<file path="src/pkg/sgc_defines.vh">
`ifndef SGC_DEFINES_VH
`define SGC_DEFINES_VH

// clock and derived timing
`define SGC_CLK_PERIOD_NS 40
`define SGC_STB_DLY_NS 200
`define SGC_ACK_DLY_NS 400
`define SGC_STB_DLY_CYC ((`SGC_STB_DLY_NS + `SGC_CLK_PERIOD_NS - 1) / `SGC_CLK_PERIOD_NS)
`define SGC_ACK_DLY_CYC ((`SGC_ACK_DLY_NS + `SGC_CLK_PERIOD_NS - 1) / `SGC_CLK_PERIOD_NS)
`define SGC_TAP_FINE_NS 3
`define SGC_TAP_COARSE_NS 9
`define SGC_TAP_FINE_CYC ((`SGC_TAP_FINE_NS + `SGC_CLK_PERIOD_NS - 1) / `SGC_CLK_PERIOD_NS)
`define SGC_TAP_COARSE_CYC ((`SGC_TAP_COARSE_NS + `SGC_CLK_PERIOD_NS - 1) / `SGC_CLK_PERIOD_NS)

// op codes
`define SGC_OP_TURN_ON 8'h00
`define SGC_OP_TURN_OFF 8'hF0
`define SGC_OP_READ_NEXT 8'h80
`define SGC_OP_GATE_CLEAR 8'hE0
`define SGC_HI_SELECT 4'h1
`define SGC_HI_CONTROL 4'h2
`define SGC_HI_DOUBLE 4'h3
`define SGC_HI_CNT_LOW 4'h5
`define SGC_HI_CNT_MID 4'h6
`define SGC_HI_CNT_HIGH 4'h7

// bit positions in the select settings (op 1x, line = low nibble bits 3..1)
`define SGC_SEL_BEGIN_SRC 0
`define SGC_SEL_CLOCK_SRC 1
`define SGC_SEL_END_SRC 2
`define SGC_SEL_QUAL_SRC 3
`define SGC_SEL_BEGIN_EDGE 4
`define SGC_SEL_CLOCK_EDGE 5
`define SGC_SEL_END_EDGE 6
`define SGC_SEL_QUAL_POL 7

// bit positions in the control settings (op 2x)
`define SGC_CTL_DLY3 0
`define SGC_CTL_DLY6 1
`define SGC_CTL_DLY9 2
`define SGC_CTL_DLY18 3
`define SGC_CTL_ARM 4
`define SGC_CTL_SOC 5

// synchronised pin vector positions and reset value
`define SGC_PIN_STB 0
`define SGC_PIN_ACK 1
`define SGC_PIN_BEGIN 2
`define SGC_PIN_END 3
`define SGC_PIN_CLOCK 4
`define SGC_PIN_QUAL 5
`define SGC_PIN_SYNC 6
`define SGC_PIN_PROBE 7
`define SGC_PIN_RESET 8'h03

// apb map
`define SGC_ADDR_STATUS 8'h00
`define SGC_ADDR_SETTINGS 8'h04
`define SGC_ADDR_COUNT 8'h08
`define SGC_ADDR_CONTROL 8'h0C
`define SGC_CTRL_CLEAR 0

`endif

</file>
<file path="src/rtl/sgc_tap_line.v">
`timescale 1ns/1ps
`include "sgc_defines.vh"

// three equal delay elements with a 1-of-4 tap selector
module sgc_tap_line #(
  parameter ELEM_CYC = 1
) (
  input wire i_clk,
  input wire i_reset_n,
  input wire i_data,
  input wire [1:0] i_tap_sel,
  output reg o_data
);

  localparam LEN = 3 * ELEM_CYC;

  reg [LEN-1:0] chain_reg;

  always @(posedge i_clk or negedge i_reset_n) begin
    if (!i_reset_n) begin
      chain_reg <= {LEN{1'b0}};
    end else begin
      chain_reg <= {chain_reg[LEN-2:0], i_data};
    end
  end

  always @* begin
    case (i_tap_sel)
      2'h0: o_data = i_data;
      2'h1: o_data = chain_reg[ELEM_CYC-1];
      2'h2: o_data = chain_reg[2*ELEM_CYC-1];
      default: o_data = chain_reg[LEN-1];
    endcase
  end

endmodule

</file>
<file path="src/rtl/sgc_control_gate.v">
`timescale 1ns/1ps
`include "sgc_defines.vh"

// What this block does
// - every falling host strobe latches the pod bus op code into the receive buffer
// - op 00h turns the module on and sets the sync flip-flop
// - host strobe reaches the pod only through a delay
// - while sync is clear the pod acknowledge returns to the host unchanged
// - while sync is set, the host gets a delayed strobe copy as acknowledge
// - with the module on, every latched op code is decoded except the one after op 80h
// - ops 1x and 2x latch a control line chosen by the low nibble
// - after op 80h the next strobe enables the transmit buffer at acknowledge time
// - op F0h raises interface-off and turns the decoder off
// - next strobe after interface-off clears sync unless it carries op 00h, restoring pod traffic
// - begin, end, clock from external pin or pod sync; qualifier pin or constant
// - begin, end, clock use chosen edge; qualifier is a level of chosen polarity
// - double-clock mode gives a pulse on both clock edges
// - armed begin edge sets start-received, shown as status
// - gate open while started, not stopped, count not at zero and qualifier active
// - first gated pulse at first clock after begin; clock path delayed to match
// - end edge sets stop, closing the gate; stop shown as status
// - after a stop a gate clear is needed before a new start
// - stop-on-count decrements on gated pulses and stops at zero
// - probe data passes two cascaded 1-of-4 tap selectors, fine and coarse
// - op 29h arms, op 28h disarms
// - ops 5x, 6x, 7x load the low, middle, high count nibble
// - op E0h issues the gate clear
module sgc_control_gate (
  input wire i_clk,
  input wire i_reset_n,
  input wire i_host_strobe_n,
  input wire i_pod_acknowledge_n,
  input wire [7:0] i_pod_bus,
  output wire [7:0] o_pod_bus,
  output wire o_pod_bus_oe,
  output wire o_forwarded_host_strobe_n,
  output wire o_returned_acknowledge_n,
  output wire o_interface_off,
  output wire o_module_active,
  input wire i_external_begin_input,
  input wire i_external_end_input,
  input wire i_external_clock_input,
  input wire i_external_qualifier_input,
  input wire i_pod_sync,
  input wire i_probe_data,
  input wire [3:0] i_tx_nibble,
  output wire o_start_received,
  output wire o_stop_received,
  output wire o_gate_open,
  output wire o_gated_clock,
  output wire o_delayed_probe_data,
  output wire o_gate_clear,
  input wire i_psel,
  input wire i_penable,
  input wire i_pwrite,
  input wire [7:0] i_paddr,
  input wire [31:0] i_pwdata,
  output wire [31:0] o_prdata,
  output wire o_pready,
  output wire o_pslverr
);

  localparam STB_CYC = `SGC_STB_DLY_CYC;
  localparam ACK_CYC = `SGC_ACK_DLY_CYC;

  // pin synchronisers
  reg [7:0] pin_meta_reg;
  reg [7:0] pin_sync_reg;
  reg [7:0] pin_prev_reg;
  reg [7:0] bus_meta_reg;
  reg [7:0] bus_sync_reg;

  always @(posedge i_clk or negedge i_reset_n) begin
    if (!i_reset_n) begin
      pin_meta_reg <= `SGC_PIN_RESET;
      pin_sync_reg <= `SGC_PIN_RESET;
      pin_prev_reg <= `SGC_PIN_RESET;
      bus_meta_reg <= 8'h00;
      bus_sync_reg <= 8'h00;
    end else begin
      pin_meta_reg <= {i_probe_data, i_pod_sync, i_external_qualifier_input,
                       i_external_clock_input, i_external_end_input,
                       i_external_begin_input, i_pod_acknowledge_n, i_host_strobe_n};
      pin_sync_reg <= pin_meta_reg;
      pin_prev_reg <= pin_sync_reg;
      bus_meta_reg <= i_pod_bus;
      bus_sync_reg <= bus_meta_reg;
    end
  end
  wire [7:0] pin_rise = pin_sync_reg & ~pin_prev_reg;
  wire [7:0] pin_fall = ~pin_sync_reg & pin_prev_reg;
  wire stb_fall = pin_fall[`SGC_PIN_STB];
  // strobe delay line: forward tap and acknowledge tap
  reg [ACK_CYC-1:0] stb_line_reg;
  wire stb_dly = stb_line_reg[STB_CYC-1];
  wire ack_dly = stb_line_reg[ACK_CYC-1];

  always @(posedge i_clk or negedge i_reset_n) begin
    if (!i_reset_n) begin
      stb_line_reg <= {ACK_CYC{1'b1}};
    end else begin
      stb_line_reg <= {stb_line_reg[ACK_CYC-2:0], pin_sync_reg[`SGC_PIN_STB]};
    end
  end
  // command state
  reg [7:0] rx_buf_reg;
  reg active_reg;
  reg sync_reg;
  reg interface_off_reg;
  reg rd_pend_reg;
  reg rd_wait_reg;
  reg tx_en_reg;
  reg [3:0] tx_data_reg;
  reg [7:0] sel_reg;
  reg [7:0] ctl_reg;
  reg dbl_reg;
  reg [11:0] preset_reg;
  reg preset_load_reg;
  reg op_clear_reg;
  reg fwd_stb_reg;
  reg ret_ack_reg;
  wire [3:0] op_hi = bus_sync_reg[7:4];
  wire [3:0] op_lo = bus_sync_reg[3:0];
  wire [2:0] op_line = bus_sync_reg[3:1];
  wire op_val = bus_sync_reg[0];

  always @(posedge i_clk or negedge i_reset_n) begin
    if (!i_reset_n) begin
      rx_buf_reg <= 8'h00;
      active_reg <= 1'b0;
      sync_reg <= 1'b0;
      interface_off_reg <= 1'b0;
      rd_pend_reg <= 1'b0;
      sel_reg <= 8'h00;
      ctl_reg <= 8'h00;
      dbl_reg <= 1'b0;
      preset_reg <= 12'h000;
      preset_load_reg <= 1'b0;
      op_clear_reg <= 1'b0;
    end else begin
      preset_load_reg <= 1'b0;
      op_clear_reg <= 1'b0;
      if (stb_fall) begin
        rx_buf_reg <= bus_sync_reg;
        if (!active_reg) begin
          if (bus_sync_reg == `SGC_OP_TURN_ON) begin
            active_reg <= 1'b1;
            sync_reg <= 1'b1;
            interface_off_reg <= 1'b0;
          end else if (interface_off_reg) begin
            sync_reg <= 1'b0;
            interface_off_reg <= 1'b0;
          end
        end else if (rd_pend_reg) begin
          rd_pend_reg <= 1'b0;
        end else begin
          if (bus_sync_reg == `SGC_OP_TURN_OFF) begin
            active_reg <= 1'b0;
            interface_off_reg <= 1'b1;
          end else if (bus_sync_reg == `SGC_OP_READ_NEXT) begin
            rd_pend_reg <= 1'b1;
          end else if (bus_sync_reg == `SGC_OP_GATE_CLEAR) begin
            op_clear_reg <= 1'b1;
          end else begin
            case (op_hi)
              `SGC_HI_SELECT: sel_reg[op_line] <= op_val;
              `SGC_HI_CONTROL: ctl_reg[op_line] <= op_val;
              `SGC_HI_DOUBLE: dbl_reg <= op_val;
              `SGC_HI_CNT_LOW: begin
                preset_reg[3:0] <= op_lo;
                preset_load_reg <= 1'b1;
              end
              `SGC_HI_CNT_MID: begin
                preset_reg[7:4] <= op_lo;
                preset_load_reg <= 1'b1;
              end
              `SGC_HI_CNT_HIGH: begin
                preset_reg[11:8] <= op_lo;
                preset_load_reg <= 1'b1;
              end
              default: ;
            endcase
          end
        end
      end
    end
  end
  // read flip-flop and transmit buffer
  always @(posedge i_clk or negedge i_reset_n) begin
    if (!i_reset_n) begin
      rd_wait_reg <= 1'b0;
      tx_en_reg <= 1'b0;
      tx_data_reg <= 4'h0;
    end else begin
      if (stb_fall && active_reg && rd_pend_reg) begin
        rd_wait_reg <= 1'b1;
      end else if (rd_wait_reg && !ack_dly) begin
        rd_wait_reg <= 1'b0;
        tx_en_reg <= 1'b1;
        tx_data_reg <= i_tx_nibble;
      end else if (tx_en_reg && ack_dly) begin
        tx_en_reg <= 1'b0;
      end
    end
  end
  // pod handshake path
  always @(posedge i_clk or negedge i_reset_n) begin
    if (!i_reset_n) begin
      fwd_stb_reg <= 1'b1;
      ret_ack_reg <= 1'b1;
    end else begin
      fwd_stb_reg <= sync_reg ? 1'b1 : stb_dly;
      ret_ack_reg <= sync_reg ? ack_dly : pin_sync_reg[`SGC_PIN_ACK];
    end
  end

  // gate section: source and edge selection
  wire begin_rise = sel_reg[`SGC_SEL_BEGIN_SRC] ? pin_rise[`SGC_PIN_SYNC] : pin_rise[`SGC_PIN_BEGIN];
  wire begin_fall = sel_reg[`SGC_SEL_BEGIN_SRC] ? pin_fall[`SGC_PIN_SYNC] : pin_fall[`SGC_PIN_BEGIN];
  wire end_rise = sel_reg[`SGC_SEL_END_SRC] ? pin_rise[`SGC_PIN_SYNC] : pin_rise[`SGC_PIN_END];
  wire end_fall = sel_reg[`SGC_SEL_END_SRC] ? pin_fall[`SGC_PIN_SYNC] : pin_fall[`SGC_PIN_END];
  wire clk_rise = sel_reg[`SGC_SEL_CLOCK_SRC] ? pin_rise[`SGC_PIN_SYNC] : pin_rise[`SGC_PIN_CLOCK];
  wire clk_fall = sel_reg[`SGC_SEL_CLOCK_SRC] ? pin_fall[`SGC_PIN_SYNC] : pin_fall[`SGC_PIN_CLOCK];
  wire qual_lvl = sel_reg[`SGC_SEL_QUAL_SRC] ? 1'b1 : pin_sync_reg[`SGC_PIN_QUAL];
  wire qual_ok = sel_reg[`SGC_SEL_QUAL_SRC] | (qual_lvl ^ sel_reg[`SGC_SEL_QUAL_POL]);
  wire begin_edge = sel_reg[`SGC_SEL_BEGIN_EDGE] ? begin_fall : begin_rise;
  wire end_edge = sel_reg[`SGC_SEL_END_EDGE] ? end_fall : end_rise;
  wire clk_edge = dbl_reg ? (clk_rise | clk_fall) :
                  (sel_reg[`SGC_SEL_CLOCK_EDGE] ? clk_fall : clk_rise);

  reg start_reg;
  reg stop_reg;
  reg clk_pulse_reg;
  reg [11:0] count_reg;
  reg apb_clear_reg;
  wire gate_clear = op_clear_reg | apb_clear_reg;
  wire soc_en = ctl_reg[`SGC_CTL_SOC];
  wire count_zero = soc_en && (count_reg == 12'h000);
  wire gate_open = start_reg & ~stop_reg & qual_ok & ~count_zero;
  wire gated_clock = clk_pulse_reg & gate_open;
  always @(posedge i_clk or negedge i_reset_n) begin
    if (!i_reset_n) begin
      start_reg <= 1'b0;
      stop_reg <= 1'b0;
      clk_pulse_reg <= 1'b0;
      count_reg <= 12'h000;
    end else begin
      clk_pulse_reg <= clk_edge;
      if (gate_clear) begin
        start_reg <= 1'b0;
        stop_reg <= 1'b0;
        count_reg <= preset_reg;
      end else if (preset_load_reg) begin
        count_reg <= preset_reg;
      end else if (soc_en && gated_clock) begin
        count_reg <= count_reg - 12'h001;
      end
      // in the clear cycle a begin edge sets start only if stop was clear, an end edge sets stop only if start was set
      if (begin_edge && ctl_reg[`SGC_CTL_ARM] && !stop_reg) begin
        start_reg <= 1'b1;
      end
      if ((end_edge || count_zero) && start_reg) begin
        stop_reg <= 1'b1;
      end
    end
  end

  // delay section: fine then coarse tap selectors
  wire fine_out;
  wire coarse_out;
  reg dly_data_reg;

  sgc_tap_line #(.ELEM_CYC(`SGC_TAP_FINE_CYC)) u_fine (
    .i_clk(i_clk),
    .i_reset_n(i_reset_n),
    .i_data(pin_sync_reg[`SGC_PIN_PROBE]),
    .i_tap_sel({ctl_reg[`SGC_CTL_DLY6], ctl_reg[`SGC_CTL_DLY3]}),
    .o_data(fine_out)
  );
  sgc_tap_line #(.ELEM_CYC(`SGC_TAP_COARSE_CYC)) u_coarse (
    .i_clk(i_clk),
    .i_reset_n(i_reset_n),
    .i_data(fine_out),
    .i_tap_sel({ctl_reg[`SGC_CTL_DLY18], ctl_reg[`SGC_CTL_DLY9]}),
    .o_data(coarse_out)
  );
  always @(posedge i_clk or negedge i_reset_n) begin
    if (!i_reset_n) begin
      dly_data_reg <= 1'b0;
    end else begin
      dly_data_reg <= coarse_out;
    end
  end

  // apb slave, one wait-free access phase after setup
  reg pready_reg;
  reg pslverr_reg;
  reg [31:0] prdata_reg;
  reg [31:0] rd_mux;
  reg rd_hit;

  wire [31:0] status_word = {20'h00000, rx_buf_reg[3:0], tx_en_reg, rd_pend_reg,
                             gate_open, stop_reg, start_reg, interface_off_reg,
                             sync_reg, active_reg};
  always @* begin
    rd_mux = 32'h00000000;
    rd_hit = 1'b1;
    case (i_paddr)
      `SGC_ADDR_STATUS: rd_mux = status_word;
      `SGC_ADDR_SETTINGS: rd_mux = {15'h0000, dbl_reg, ctl_reg, sel_reg};
      `SGC_ADDR_COUNT: rd_mux = {4'h0, count_reg, 4'h0, preset_reg};
      `SGC_ADDR_CONTROL: rd_mux = 32'h00000000;
      default: rd_hit = 1'b0;
    endcase
  end

  wire apb_setup = i_psel & ~i_penable;
  wire apb_done = i_psel & i_penable & pready_reg;

  always @(posedge i_clk or negedge i_reset_n) begin
    if (!i_reset_n) begin
      pready_reg <= 1'b0;
      pslverr_reg <= 1'b0;
      prdata_reg <= 32'h00000000;
      apb_clear_reg <= 1'b0;
    end else begin
      apb_clear_reg <= 1'b0;
      if (apb_setup) begin
        pready_reg <= 1'b1;
        pslverr_reg <= ~rd_hit;
        prdata_reg <= i_pwrite ? 32'h00000000 : rd_mux;
      end else if (apb_done) begin
        pready_reg <= 1'b0;
        pslverr_reg <= 1'b0;
        if (i_pwrite && (i_paddr == `SGC_ADDR_CONTROL)) begin
          apb_clear_reg <= i_pwdata[`SGC_CTRL_CLEAR];
        end
      end
    end
  end

  assign o_prdata = prdata_reg;
  assign o_pready = pready_reg;
  assign o_pslverr = pslverr_reg;
  assign o_pod_bus = {2'h0, stop_reg, start_reg, tx_data_reg};
  assign o_pod_bus_oe = tx_en_reg;
  assign o_forwarded_host_strobe_n = fwd_stb_reg;
  assign o_returned_acknowledge_n = ret_ack_reg;
  assign o_interface_off = interface_off_reg;
  assign o_module_active = active_reg;
  assign o_start_received = start_reg;
  assign o_stop_received = stop_reg;
  assign o_gate_open = gate_open;
  assign o_gated_clock = gated_clock;
  assign o_delayed_probe_data = dly_data_reg;
  assign o_gate_clear = gate_clear;

endmodule

</file>
<file path="config.mk">
export PLATFORM = sky130hd
export DESIGN_NAME = sgc_control_gate
export DESIGN_NICKNAME = d
export VERILOG_FILES = /design/src/rtl/sgc_tap_line.v /design/src/rtl/sgc_control_gate.v
export VERILOG_INCLUDE_DIRS = /design/src /design/src/pkg
export SDC_FILE = /design/constraint.sdc
export NUM_CORES = 1
export LEC_CHECK = 0
export ABC_AREA = 0
export BUFFER_PORTS_ARGS = -buffer_cell sky130_fd_sc_hd__buf_2
export CORE_ASPECT_RATIO = 1.75
export CORE_MARGIN = 2
export CORE_UTILIZATION = 55
export CTS_CLUSTER_DIAMETER = 80
export DETAILED_ROUTE_END_ITERATION = 16
export PLACE_DENSITY = 0.89
export SKIP_CTS_REPAIR_TIMING = 1
export SYNTH_ARGS = -nofsm -noshare
export SYNTH_HDL_FRONTEND = slang
export SYNTH_SLANG_ARGS = --single-unit
</file>
<file path="constraint.sdc">
create_clock -name i_clk -period 2.3 [get_ports i_clk]
set_clock_uncertainty 0.15 [all_clocks]
set_input_delay 0.46 -clock i_clk [delete_from_list [all_inputs] [get_ports i_clk]]
set_output_delay 0.46 -clock i_clk [all_outputs]
set_load 0.005 [all_outputs]
</file>
== Word level (Yosys, flattened, before mapping) ==
Cells that the tools add are included.
Storage, ports and cells
  register bits: 153
  bits of input ports: 65
  word-level logic and storage cells: 183
Operators by class
  $add $sub $neg: 1
  order comparisons: 2
  eq/ne operators: 18
  multiplexer cells: 63
  bitwise gates (word level): 25
  reduce and logical (&&, ||, !) cells: 39
Operator list (number)
  28-bit case mux with 3 select lines: 1
  1-bit two-way mux: 53
  7-bit AND reduction: 6
  12-bit two-way mux: 3
  32-bit two-way mux: 1
  8-bit == test, second input constant: 3
  8-bit bitwise mux: 2
  8-bit by 4-bit == test with 1-bit output, second input constant: 2
  8-bit logical NOT: 2
  7-bit AND: 2
  7-bit inverter: 2
  4-bit by 3-bit == test with 1-bit output, second input constant: 3
  12-bit logical NOT: 1
  2-bit nonzero test: 6
  12-bit by 1-bit subtractor with 12-bit output, second input constant: 1
  1-bit logical AND: 11
  1-bit inverter: 10
  4-bit by 2-bit == test with 1-bit output, second input constant: 2
  8-bit by 3-bit == test with 1-bit output, second input constant: 1
  1-bit AND: 7
  1-bit case mux with 3 select lines: 2
  2-bit AND reduction: 3
  3-bit AND reduction: 2
  2-bit by 1-bit == test with 1-bit output, second input constant: 2
  15 further kinds: 20

== Depth between registers and ports, before layout ==
  depth in word-level cells: 10
  mapped depth: 8
  mapped depth without buffers: 6

== By module ==
Synthesis repeated with hierarchy kept, for this count alone.
Unflattened totals
  cells, all modules: 464
  area total of the unflattened synthesis: 5865.6 um^2
By module, submodules not included
  sgc_control_gate: times used 1, cells each 456, area an instance 5670.4 um^2
  sgc_tap_line: times used 2, cells each 4, area an instance 97.6 um^2

== Least setup slack after synthesis ==
OpenSTA, ideal clock, no wires.
  kind: register -> output
  from: reg count_reg[0]
  to: out o_gated_clock
  arrival time: 1.484 ns
  path slack: 0.206 ns
  cell stages (with the launch flop): 7
  buffers on the path: 0
  cells stage by stage: dfrtp_1 > inv_1 > ha_1 > nor4bb_2 > nand4_1 > and4_1 > and2_1
On the way
  word-level cells in the longest chain between the ends: 5
Ends and longest elaborated chain
  start: declaration: RTL line sgc_control_gate.v:234  | reg [11:0] count_reg;
  start signal: assignment: RTL line sgc_control_gate.v:252  | count_reg <= preset_reg;
  start signal: assignment: RTL line sgc_control_gate.v:254  | count_reg <= preset_reg;
  start signal: assignment: RTL line sgc_control_gate.v:256  | count_reg <= count_reg - 12'h001;
  12-bit logical NOT: RTL line sgc_control_gate.v:238  | wire count_zero = soc_en && (count_reg == 12'h000);
  1-bit logical AND: RTL line sgc_control_gate.v:238
  1-bit inverter: RTL line sgc_control_gate.v:239  | wire gate_open = start_reg & ~stop_reg & qual_ok & ~count_zero;
  1-bit AND: RTL line sgc_control_gate.v:239
  net o_gate_open: RTL line sgc_control_gate.v:49  | output wire o_gate_open,
  1-bit AND: RTL line sgc_control_gate.v:240  | wire gated_clock = clk_pulse_reg & gate_open;
  end: declaration: RTL line sgc_control_gate.v:50  | output wire o_gated_clock,
The timed path passes the listed nets, and every way through them passes these cells.

== Worst setup path in the final report ==
  from: reg count_reg[1]
  to: out o_gated_clock
On the way
  word-level cells in the longest chain between the ends: 5
Ends and longest elaborated chain (RTL line)
  12-bit logical NOT: sgc_control_gate.v:238
  1-bit logical AND: sgc_control_gate.v:238
  1-bit inverter: sgc_control_gate.v:239
  1-bit AND: sgc_control_gate.v:239
  1-bit AND: sgc_control_gate.v:240
No other way between the ends.

==> run metrics <==
die area 0.0118 mm²; vias after detailed routing 4410; # nets final 664; cell types occupying the most area after synthesis dfrtp_1 (54%), mux2_2 (7.1%), dfstp_2 (7.0%); Place WS 46.5 ps; antenna violations before repair 0; Critical Path AT 1940 ps; number of flip-flops under the largest register name 28; Total Wirelength 14.0 mm; synthesized instance count 475; Longest Clk Path Bufs 2; per-cell routed wire length 18.9 µm; final RePlAce weighted congestion 0.912; classification of the worst-slack hold path in -> reg; slowest stage cell, crit path dfrtp_1; nature of the critical path startpoint flop; maximum number of pins on one net before global-route repair 49; max-slew violation total from the final report 0; required time of the critical path 1690 ps; ordered cell list for the critical path inv_2 > ha_4 > nor4bb_4 > nand4_1 > and4_1 > and2_1 > buf_2; # port buffers 80; static leakage 3.54 nW; endpoint kind of the worst setup timing path primary output; via/cell ratio 5.96; most frequent cell after synthesis dfrtp_1; DP Wirelength 9.96 mm; I/O pin count 118; Synth-to-Final Area Change 23.8%; Sum Neg Setup Slack -481 ps; clock root cell clkbuf_16; transition time of the tightest slew-check pin 587 ps; number of enable flip-flop cells after synthesis 0; H-tree lvl count 4; number of flip-flops and latches in the synthesized netlist 146; remaining antenna violation count 0; vias in the first global route 4342; library cell occupying the most area in the post-synthesis netlist dfrtp_1; Yosys Warn Count 0; Relative slew margins 0.605; number of cell instances on the worst register-to-register path 8; sequential share of the synthesized area 0.610; list of most frequent post-synthesis cells dfrtp_1 (130), mux2_2 (38), nor2_1 (31); area of the mapped netlist 0.00602 mm²; Setup Crit Path Kind reg -> out; core area 0.0107 mm²; ratio of total power to cell area 756 mW/mm²; post-route fraction of the period consumed by the critical path 1.11; drt drc 0; die width 83.1 µm; share of final-layout standard cells stronger than drive strength 1 0.352; count of endpoints failing hold in the final timing report 0; clock latency on the worst-skew pair 410 ps; wire length of the first global-routing pass 22.4 mm; detailed router's first-iteration violation count 342; all-layer global routing usage 0.247; detailed-routing iteration count for the pre-antenna-repair pass 4; Num CTS Buffers 17; RSZ-0062 raised after global routing yes; Max Freq 392 MHz; starting utilization of the core area 0.563; worst-path fanout max 2; most frequently used flop master after synthesis dfrtp_1; Finish-stage setup viols 2; clock transition time at the flip-flop clock pins of the worst setup and hold paths 60 ps; count of max-cap constraint violations 0; Netlist cell types 57; post-layout worst setup margin -250 ps; result of the run finished, violations left; total gr overflow 0; violations in the final reports setup timing; diode insertion count for antenna repair 0; sink count of the clock tree 146; total power consumption of the routed design 0.00563 W; Die H 142 µm; CP peak stage delay 400 ps; clock period minus worst slack 2550 ps; syn avg cell area 12.7 µm²; maximum resistive drop on vdd 0.640 mV; async set-or-reset flop fraction in the synthesized netlist 1.00; Std-Cell Rows 50; hold-critical path depth 2; Yosys top cell area share 0.540; CTS tree done
-- cells by family after synthesis --
family / Yosys count / synth area share
simple gates: 144 / 0.134
buf+inv: 38 / 0.0326
mux: 53 / 0.102
other cells: 1 / 0.000623
xor+xnor: 1 / 0.00270
compound gates: 90 / 0.113
flops: 146 / 0.610
fa+ha+maj: 2 / 0.00416
-- metal layers --
| layer | track usage | share of wire |
|---|---|---|
| met5 | 0 | 0 |
| met4 | 0.175 | 0.064 |
| met1 | 0.257 | 0.35 |
| met2 | 0.433 | 0.54 |
| met3 | 0.0580 | 0.049 |
-- worst max-delay path, delay by kind of cell (launching register included) --
family        cells  cell delay, ps
simple gates      4             760
flops             1             400
buf+inv           2             220
fa+ha+maj         1             150
-- area by class of cell --
type | instances | area [µm²]
Clock buffer | 22 | 464
Inverter | 7 | 26.3
Sequential cell | 146 | 3670
Tap cell | 130 | 163
Clock inverter | 10 | 85.1
Multi-Input combinational cell | 296 | 2200
Fill cell | 695 | 3250
Timing Repair Buffer | 129 | 836
-- report_power, final --
group,switching [W],internal (W),leakage (nW)
combinational,0.000198,0.000157,1.41
sequential,0.0000755,0.00267,1.87
clock,0.00100,0.00153,0.262
-- cell usage in the layout, fill, tap and decap left out, drive strengths merged, types with 3 or more instances in the layout --
cell	n
a21oi	7
a22o	29
a31oi	12
buf	112
clkbuf	22
clkinv	5
clkinvlp	4
conb	6
dfrtp	130
dfstp	16
dlygate4sd3	17
inv	7
mux2	39
mux2i	11
mux4	3
nand2	27
nand2b	6
nand3	11
nand3b	5
nand4	5
nor2	32
nor2b	9
nor3	12
nor3b	4
nor4	4
o21ai	18
o31ai	9
or2	3
or3	4
or4	7
-- worst paths after layout --
check                                 from               to  slack, ps
setup / recovery              count_reg[1]    o_gated_clock       -250
hold / removal              i_tx_nibble[2]   tx_data_reg[2]        120
setup reg to reg              count_reg[1]     count_reg[5]         40
hold reg to reg            bus_meta_reg[7]  bus_sync_reg[7]        190
max in group asynchronous        i_reset_n  stb_line_reg[3]        930
min in group asynchronous        i_reset_n      rd_wait_reg        410
-- metrics by stage --
stage / hold WS, ps / instance area (µm²) / utilization / std cells
after global placement: 183 / 6650 / 0.622 / 685
after detailed placement: 185 / 6650 / 0.622 / 685
after CTS: -175 / 7200 / 0.673 / 717
final: 125 / 7450 / 0.696 / 740
after global routing: 116 / 7450 / 0.696 / 740
after floorplan: 14.4 / 6040 / - / 480
Note: power is estimated with default switching activity, not from simulation.
